$ cat config.mk
export PLATFORM = sky130hd
export DESIGN_NAME = pri_ctrl_flat
export DESIGN_NICKNAME = d
export VERILOG_FILES = /design/src/logic/pri_pkg.sv /design/src/logic/pri_bus_if.sv /design/src/logic/pri_ctrl.sv /design/src/flat_wrapper.sv
export VERILOG_INCLUDE_DIRS = /design/src /design/src/logic
export SDC_FILE = /design/constraint.sdc
export NUM_CORES = 1
export LEC_CHECK = 0
export CAP_MARGIN = 40
export CORE_MARGIN = 3
export CORE_UTILIZATION = 55
export CTS_BUF_LIST = sky130_fd_sc_hd__clkbuf_16
export DETAILED_ROUTE_END_ITERATION = 10
export DONT_BUFFER_PORTS = 1
export GPL_ROUTABILITY_DRIVEN = 1
export GPL_TIMING_DRIVEN = 0
export PLACE_DENSITY_LB_ADDON = 0.1
export SETUP_SLACK_MARGIN = 0.1
export SLEW_MARGIN = 10
export SYNTH_ARGS = -nofsm -noshare
export SYNTH_HDL_FRONTEND = slang
export SYNTH_SLANG_ARGS = --single-unit
$ cat constraint.sdc
create_clock -name i_clk -period 2.1 [get_ports i_clk]
set_clock_uncertainty 0.15 [all_clocks]
set_input_delay 0.315 -clock i_clk [delete_from_list [all_inputs] [get_ports i_clk]]
set_output_delay 0.315 -clock i_clk [all_outputs]
set_load 0.05 [all_outputs]
$ cat src/logic/pri_consts.svh
`ifndef PRI_CONSTS_SVH
`define PRI_CONSTS_SVH
`define PRI_REG_NUM_MAX      5'h1f
`define PRI_REG_IDENTITY     5'h00
`define PRI_ID_BYTE_MASK     16'h00ff
`define PRI_TERM_CONNECTED   3'h0
`define PRI_TERM_DISCONNECT  3'h7
`define PRI_CARD_MODULE_ID   5'h0f
`define PRI_WRITE_LIST_MAX   4'ha
`define PRI_CTL_CMD          4'h0
`define PRI_CTL_REGNUM       4'h1
`define PRI_CTL_DATA         4'h2
`define PRI_CTL_COUNT        4'h3
`define PRI_CTL_STATUS       4'h4
`define PRI_CTL_RDATA        4'h5
`define PRI_CTL_IDENT        4'h6
`define PRI_CMD_READ         2'h1
`define PRI_CMD_WRITE        2'h2
`define PRI_CMD_QUERY        2'h3
`define PRI_ST_BUSY          0
`define PRI_ST_INVALID       1
`define PRI_ST_PRESENT       2
`define PRI_ST_NEED_DATA     3
`endif

$ cat src/logic/pri_pkg.sv
package pri_pkg;
    typedef logic [4:0]  pri_regnum_t;
    typedef logic [15:0] pri_word_t;
    typedef enum logic [1:0] {
        PRI_IDENT_EMPTY,
        PRI_IDENT_CONNECTED,
        PRI_IDENT_DISCONNECTED,
        PRI_IDENT_FOREIGN
    } pri_ident_t;
endpackage : pri_pkg

$ cat src/logic/pri_bus_if.sv
`timescale 1ns/100ps
// backplane side: one-cycle strobes, read data one cycle after read strobe
interface pri_bus_if;
    import pri_pkg::*;
    logic        rd;
    logic        wr;
    pri_regnum_t regnum;
    pri_word_t   wdata;
    pri_word_t   rdata;
    logic        present;
    modport card (input rd, input wr, input regnum, input wdata, output rdata, output present);
    modport ctrl (output rd, output wr, output regnum, output wdata, input rdata, input present);
endinterface : pri_bus_if

$ cat src/logic/pri_ctrl.sv
// Strobed register access was decided locally.
`timescale 1ns/100ps
`include "pri_consts.svh"
// controller end: software orders via plain register port
module pri_ctrl (
    input  wire logic          i_clk,
    input  wire logic          i_rst_n,
    input  wire logic [3:0]    i_addr,
    input  wire logic [15:0]   i_wdata,
    input  wire logic          i_wr,
    input  wire logic          i_rd,
    output logic      [15:0]   o_rdata,
    pri_bus_if.ctrl            bus
);
    import pri_pkg::*;
    typedef enum logic [2:0] {S_IDLE, S_RD, S_RD_WAIT, S_WR_WAIT, S_ID, S_ID_WAIT} pri_state_t;
    pri_state_t  state;
    logic [5:0]  regnum;       // six bits so out-of-range values are seen
    pri_word_t   data;
    logic        data_valid;
    logic [3:0]  left;
    logic        invalid;
    pri_word_t   rd_result;
    pri_ident_t  ident;
    logic [7:0]  ident_code;
    logic        boot;
    ////////////////////////////////////////////////////////////
    // decoding
    wire logic cmd_wr = i_wr && (i_addr == `PRI_CTL_CMD);
    wire logic idle   = (state == S_IDLE);
    wire logic bad_num = (regnum > {1'b0, `PRI_REG_NUM_MAX});
    wire logic data_wr = i_wr && (i_addr == `PRI_CTL_DATA);
    wire pri_word_t masked = bus.rdata & `PRI_ID_BYTE_MASK;
    ////////////////////////////////////////////////////////////
    // sequencer
    always_ff @(posedge i_clk or negedge i_rst_n) begin
        if (!i_rst_n) begin
            state <= S_IDLE; regnum <= 6'h00; data <= 16'h0000; data_valid <= 1'b0;
            left <= 4'h0; invalid <= 1'b0; rd_result <= 16'h0000;
            ident <= PRI_IDENT_EMPTY; ident_code <= 8'h00; boot <= 1'b1;
        end else begin
            if (i_wr && i_addr == `PRI_CTL_REGNUM && idle) regnum <= i_wdata[5:0];
            if (i_wr && i_addr == `PRI_CTL_COUNT && idle)
                left <= (i_wdata[3:0] > `PRI_WRITE_LIST_MAX) ? `PRI_WRITE_LIST_MAX : i_wdata[3:0];
            if (data_wr) begin
                data <= i_wdata;
                data_valid <= 1'b1;
            end
            case (state)
                S_IDLE: begin
                    if (boot) begin
                        boot <= 1'b0;
                        state <= S_ID;
                    end else if (cmd_wr) begin
                        invalid <= 1'b0;
                        if (i_wdata[1:0] == `PRI_CMD_QUERY) state <= S_ID;
                        else if (i_wdata[1:0] == `PRI_CMD_READ || i_wdata[1:0] == `PRI_CMD_WRITE) begin
                            if (bad_num || ident == PRI_IDENT_EMPTY || ident == PRI_IDENT_FOREIGN)
                                invalid <= 1'b1;
                            else if (i_wdata[1:0] == `PRI_CMD_READ) state <= S_RD;
                            else if (left != 4'h0) state <= S_WR_WAIT;
                        end
                    end
                end
                S_RD: state <= S_RD_WAIT;
                S_RD_WAIT: begin
                    rd_result <= bus.rdata;
                    state <= S_IDLE;
                end
                S_WR_WAIT: begin
                    if (data_valid && !data_wr) begin
                        data_valid <= 1'b0;
                        left <= left - 4'h1;
                        if (left == 4'h1) state <= S_IDLE;
                    end
                end
                S_ID: state <= S_ID_WAIT;
                S_ID_WAIT: begin
                    ident_code <= masked[7:0];
                    if (!bus.present) ident <= PRI_IDENT_EMPTY;
                    else if (masked[7:3] != `PRI_CARD_MODULE_ID) ident <= PRI_IDENT_FOREIGN;
                    else if (masked[2:0] == `PRI_TERM_CONNECTED) ident <= PRI_IDENT_CONNECTED;
                    else if (masked[2:0] == `PRI_TERM_DISCONNECT) ident <= PRI_IDENT_DISCONNECTED;
                    else ident <= PRI_IDENT_FOREIGN;
                    state <= S_IDLE;
                end
                default: state <= S_IDLE;
            endcase
        end
    end
    ////////////////////////////////////////////////////////////
    // backplane drive; strobes are combinational: read from state, write from state, data_valid and data_wr
    // only five bits reach the card
    assign bus.regnum = (state == S_ID || state == S_ID_WAIT) ? `PRI_REG_IDENTITY : regnum[4:0];
    assign bus.rd     = (state == S_RD) || (state == S_ID);
    assign bus.wr     = (state == S_WR_WAIT) && data_valid && !data_wr;
    assign bus.wdata  = data;
    ////////////////////////////////////////////////////////////
    // software read port
    wire pri_word_t status = {12'h000, (state == S_WR_WAIT) && !data_valid,
                              ident == PRI_IDENT_CONNECTED || ident == PRI_IDENT_DISCONNECTED,
                              invalid, !idle || boot};
    wire pri_word_t next_rdata =
        (i_addr == `PRI_CTL_REGNUM) ? {10'h000, regnum} :
        (i_addr == `PRI_CTL_COUNT)  ? {12'h000, left} :
        (i_addr == `PRI_CTL_STATUS) ? status :
        (i_addr == `PRI_CTL_RDATA)  ? rd_result :
        (i_addr == `PRI_CTL_IDENT)  ? {6'h00, ident, ident_code} : 16'h0000;
    always_ff @(posedge i_clk or negedge i_rst_n) begin
        if (!i_rst_n) o_rdata <= 16'h0000;
        else o_rdata <= i_rd ? next_rdata : 16'h0000;
    end
endmodule : pri_ctrl

$ cat src/flat_wrapper.sv
// flat-port wrapper written by rule: the top's interface ports become plain ports
module pri_ctrl_flat import pri_pkg::*;
  (i_clk, i_rst_n, i_addr, i_wdata, i_wr, i_rd, o_rdata, bus_rd, bus_wr, bus_regnum, bus_wdata, bus_rdata, bus_present);
  pri_bus_if bus_i ();
  input  wire logic i_clk;
  input  wire logic i_rst_n;
  input  wire logic [3:0] i_addr;
  input  wire logic [15:0] i_wdata;
  input  wire logic i_wr;
  input  wire logic i_rd;
  output logic      [15:0] o_rdata;
  output wire logic [$bits(bus_i.rd)-1:0] bus_rd;
  output wire logic [$bits(bus_i.wr)-1:0] bus_wr;
  output wire logic [$bits(bus_i.regnum)-1:0] bus_regnum;
  output wire logic [$bits(bus_i.wdata)-1:0] bus_wdata;
  input wire logic [$bits(bus_i.rdata)-1:0] bus_rdata;
  input wire logic [$bits(bus_i.present)-1:0] bus_present;
  assign bus_rd = bus_i.rd;
  assign bus_wr = bus_i.wr;
  assign bus_regnum = bus_i.regnum;
  assign bus_wdata = bus_i.wdata;
  assign bus_i.rdata = bus_rdata;
  assign bus_i.present = bus_present;
  pri_ctrl u_core (.i_clk(i_clk), .i_rst_n(i_rst_n), .i_addr(i_addr), .i_wdata(i_wdata), .i_wr(i_wr), .i_rd(i_rd), .o_rdata(o_rdata), .bus(bus_i));
endmodule
# == Yosys cells after proc, flatten, opt, wreduce, memory -nomap -nowiden ==
# Cells that the tools add are included.
# W data, S select, Z words.
# word_totals
reg_bits,74
latch_bits,0
ramBits,0
rom_bits,0
in_bits,41
out_inout_bits,39
wordCells,99
n_memories,0
# op_classes
addsub,1
mul,0
div,0
order_cmp,2
eq_ne,26
n_shift,0
n_mux,31
bitwise,1
reduce_logical,27
# op_table
cell,count
$mux W16,5
$mux W3,9
$mux W4,4
$eq A4 B3 Y1 const B,3
$pmux W3 S4,1
$logic_and A1 B1 Y1,10
$mux W10,1
$ne A5 B4 Y1 const B,2
$eq A3 B3 Y1 const B,3
$eq A2 B2 Y1 const B,4
$eq A4 B1 Y1 const B,2
$eq A4 B2 Y1 const B,2
$ne A4 B3 Y1 const B,2
$logic_or A1 B1 Y1,7
$mux W1,7
$eq A3 B2 Y1 const B,2
$gt A6 B5 Y1 const B,1
$logic_not A3 Y1,2
$mux W2,3
$reduce_and A6 Y1,1
$mux W5,1
$eq A2 B1 Y1 const B,2
$gt A4 B4 Y1 const B,1
$logic_not A4 Y1,1
other kinds (9),12

# == Depth between registers and ports, before layout ==
# logic_depth
ltp_word,9
ltp_mapped,6
depth_no_buf,6

# == Least setup slack after synthesis ==
# OpenSTA, ideal clock, no wires.
# synth_path
path_kind,reg-to-reg
startpoint,reg u_core.state[2]
endpoint,reg u_core.left[3]
setup_time_ps,123
arrival_time_ps,1904
required_time_ps,1827
setup_slack_ps,-77
stages_incl_launch_ff,6
n_path_buf,1
synth_period_minus_slack_ps,2177
cell_sequence,dfrtp_1 -> buf_6 -> nand3b_4 -> a211oi_4 -> mux2_4 -> o221a_1
# synth_via
elab_chain_cells,5
word_cells_on_any_way,6
classes_between,1 x eq/ne; 3 x mux; 2 x reduce/logical
# synth_rtl
item,line,rtl
"start, declared",pri_ctrl.sv:17,pri_state_t state;
"start signal, assigned",pri_ctrl.sv:38,state <= S_IDLE; regnum <= 6'h00; data <= 16'h0000; data_valid <= 1'b0;
"start signal, assigned",pri_ctrl.sv:53,state <= S_ID;
"start signal, assigned",pri_ctrl.sv:56,if (i_wdata[1:0] == `PRI_CMD_QUERY) state <= S_ID;
$logic_not A3 Y1,pri_ctrl.sv:30,wire logic idle = (state == S_IDLE);
$logic_and A1 B1 Y1,pri_ctrl.sv:43,if (i_wr && i_addr == `PRI_CTL_COUNT && idle)
$mux W4,pri_ctrl.sv:43,
$mux W4,pri_ctrl.sv:71,if (data_valid && !data_wr) begin
$mux W4 *,pri_ctrl.sv:49,case (state)
"end signal, assigned",pri_ctrl.sv:44,left <= (i_wdata[3:0] > `PRI_WRITE_LIST_MAX) ? `PRI_WRITE_LIST_MAX : i_wdata[3:0];
"end signal, assigned",pri_ctrl.sv:73,left <= left - 4'h1;
"end, declared",pri_ctrl.sv:21,logic [3:0] left;
# Mark *: on every way between the ends. The rest lies on a longest branch, timed or not.
# A chain may end at the register's enable or synchronous reset.

# == Worst setup path after layout ==
# layout_path
startpoint,reg u_core.state[2]
endpoint,out bus_regnum[1]
# layout_via
elab_chain_cells,3
word_cells_on_any_way,4
classes_between,2 x eq/ne; 1 x mux; 1 x reduce/logical
# layout_rtl
item,line,rtl
$eq A3 B3 Y1,pri_ctrl.sv:94,assign bus.regnum = (state == S_ID || state == S_ID_WAIT) ? `PRI_REG_IDENTITY : regnum[4:0];
$logic_or A1 B1 Y1 *,pri_ctrl.sv:94,
$mux W5 *,pri_ctrl.sv:94,
"end, declared",flat_wrapper.sv:14,output wire logic [$bits(bus_i.regnum)-1:0] bus_regnum;
# Marks and branches as above.

==> results.py <==
metrics = {
    "route": {
        "firstDrtPassIters": 4,
        "routed_wl_mm": 7.19,
        "wl_per_cell_um": 17.8,
        "vias": 2365,
        "drc": 0,
        "detail_route.iter0.violations": 149,
        "via_per_inst": 5.84,
        "ant_nets": 0,
    },
    "sta": {
        "hold_viol_final": 74,
        "setup-violations-final": 0,
        "fin_ws_ns": 0.118,
        "holdWs_ns": -0.471,
        "finalCriticalPeriod_ns": 1.98,
        "post-route-period-util_pct": 94.4,
        "max_freq_mhz": 504,
        "rsz0062_at_grt": "yes",
        "relSlewSlack_pct": 59.5,
        "drv_slew": 0,
        "finalSetupTns_ns": 0,
        "worst_pin_slew_ns": 0.602,
    },
    "cells_and_area": {
        "final_common_cell": "dfrtp_1",
        "layout_common_cells": "73 x dfrtp_1, 46 x mux2_2, 30 x dlygate4sd3_1",
        "regArea_um2": 1850,
        "drive_above_1_share_pct": 30.6,
        "fillers": 409,
        "nets": 375,
        "n_antenna_cell": 0,
        "multi_input_area_um2": 1450,
        "syn_to_final_growth_pct": 24.4,
    },
    "logic_synthesis": {
        "synth_edf_count": 0,
        "ys_types": 49,
        "synth_top_area_share_pct": 53.3,
        "ys_async_sr_fraction_pct": 100,
        "synth_warnings": 0,
        "synth_top_area_cell": "dfrtp_1",
        "ys_seq_area_share_pct": 54.1,
        "synth.area.top_cells": "dfrtp_1 53%, mux2_2 15%, ha_1 3.3%",
        "synth_cells": 274,
        "synth_ff_type": "dfrtp_1",
        "netlist_area_um2": 3430,
        "avgSynthCellArea_um2": 12.5,
        "syn_nets": 324,
        "ys_ff_latch": 74,
    },
    "pwr": {
        "power_density_nw_per_um2": 1290,
        "ir_drop_mv": 0.793,
        "p_leak_nw": 1.94,
    },
    "die": {
        "die_w_um": 84.9,
        "initial_core_util_pct": 57.2,
        "rows": 28,
        "ios": 80,
        "coreArea_um2": 5990,
        "dieArea_um2": 7210,
        "fp.dieH_um": 84.9,
    },
    "global_routing": {
        "overflow": 0,
        "grt_pass1_wl_mm": 11.6,
        "grt_max_degree": 75,
        "antenna_found_initial": 0,
        "grt_pass1_vias": 2290,
        "grt_use_total_pct": 20.6,
    },
    "worst_setup_path": {
        "r2r-start": "u_core.state[2]",
        "cp_max_fo": 9,
        "reg2reg_slack_ns": 0.21,
        "r2r_end": "u_core.rd_result[0]",
        "cp-start-kind": "flop",
        "arrival_ns": 1.52,
        "endpoint_kind": "primary output",
        "reg2reg_depth": 5,
        "crit_type": "flop to primary output",
        "crit_required_ns": 1.63,
    },
    "run_status": {
        "status": "complete, but fails checks",
        "violations": "negative hold slack",
    },
    "placed_design": {
        "place_congestion": 0.796,
        "portBuffers": 0,
        "hpwlAfterDp_mm": 4.72,
        "place_ws_ns": -0.131,
    },
    "clocking": {
        "cts_hold_buffers": 30,
        "clk_pin_slew_worst_paths_ns": 0.06,
        "cts_buffers": 9,
        "cts_num_sinks": 74,
        "cts_buffer_depth": 2,
        "clk_latency_ns": 0.33,
        "cts_max_level": 3,
        "cts_tree": "yes",
        "cts-root-buf": "clkbuf_16",
    },
    "hold_path": {
        "holdCritPathClass": "primary input to async pin",
    },
    "run": {
        "drv_cap": 0,
    },
}
-- kinds of logic after synthesis --
logic type / synth area share, %
simple gates: 12.9
xor+xnor: 0.256
buf+inv: 4.20
mux: 16.1
flops: 54.1
fa+ha+maj: 3.29
compound gates: 9.17
-- final cells by class --
| type | count | area share (%) |
|---|---|---|
| Inverter | 11 | 0.969 |
| Clock buffer | 9 | 5.28 |
| Buffer | 12 | 2.44 |
| Tap cell | 75 | 2.20 |
| Sequential cell | 74 | 43.5 |
| Multi-Input combinational cell | 177 | 34.1 |
| Clock inverter | 7 | 2.58 |
| Timing Repair Buffer | 40 | 8.98 |
-- stage by stage --
| stage | total power, mW | area, um2 | utilization (%) | hold WS, ns | instances |
|---|---|---|---|---|---|
| 2_1_floorplan | 3.37 | 3430 | - | -0.131 | 274 |
| 3_3_place_gp | 3.58 | 3520 | 58.8 | -0.129 | 349 |
| 3_5_place_dp | 3.62 | 3530 | 58.9 | -0.129 | 350 |
| 4_1_cts | 5.41 | 4190 | 69.9 | -0.480 | 398 |
| 5_1_grt | 5.75 | 4260 | 71.2 | -0.481 | 405 |
| 6_report | 5.49 | 4260 | 71.2 | -0.471 | 405 |
-- routing by layer --
layer	share of wire, %	wire length [um]	track usage, %
met1	46	3300	29.8
met2	45	3250	30.5
met3	7.2	521	4.17
met4	1.6	117	8.63
met5	0	0	0
-- registers in the layout, indices dropped and copies added, names as in the netlist, 2 cells and up --
name,flops
u_core.left,4
u_core.ident_code,8
u_core.o_rdata,16
u_core.regnum,6
u_core.bus.wdata,16
u_core.rd_result,16
u_core.state,3
u_core.ident,2
-- cells in the mapped netlist (2+ instances only) --
library cell,number
clkbuf_8,2
o31ai_1,3
nand2_1,16
dfrtp_1,73
and2_1,12
o21ai_0,11
a21oi_1,6
buf_6,4
inv_1,11
nand3b_1,2
buf_2,3
nand2b_1,2
nand3_1,5
nor2_1,14
a32oi_1,4
mux2i_1,2
nor2b_1,2
ha_1,9
nand4_1,3
a311oi_1,3
nor3_1,7
o41ai_1,4
a22oi_1,4
mux2_2,46
a211oi_1,2
-- worst max-delay path, cell delays in order (launching register included) --
cell and delay (ns):
dfrtp_1 0.37, buf_6 0.11, buf_4 0.17, nand2b_1 0.18
and2_2 0.35
-- repair_timing --
action,in CTS,in global routing
setup buffers,2,6
endpoints found under the hold margin,115,74
pin swaps,1,1
setup endpoints to repair,13,28
resized for setup,6,5
-- power by group --
| group | switching [mW] | internal (mW) |
|---|---|---|
| Clock | 0.559 | 1.15 |
| Sequential | 0.558 | 1.83 |
| Combinational | 0.688 | 0.707 |
| Total | 1.81 | 3.68 |
-- how the worst max path moves through the flow --
stage / depth (start not counted) / start / end
detailed placement: 5 / u_core.state[2] / u_core.left[3]
floorplan: 5 / u_core.state[2] / u_core.left[3]
global route: 4 / u_core.state[2] / bus_regnum[1]
CTS: 5 / u_core.state[2] / u_core.left[3]
finish: 4 / u_core.state[2] / bus_regnum[1]
global placement: 5 / u_core.state[2] / u_core.left[3]
Note: power is estimated with default switching activity, not from simulation.
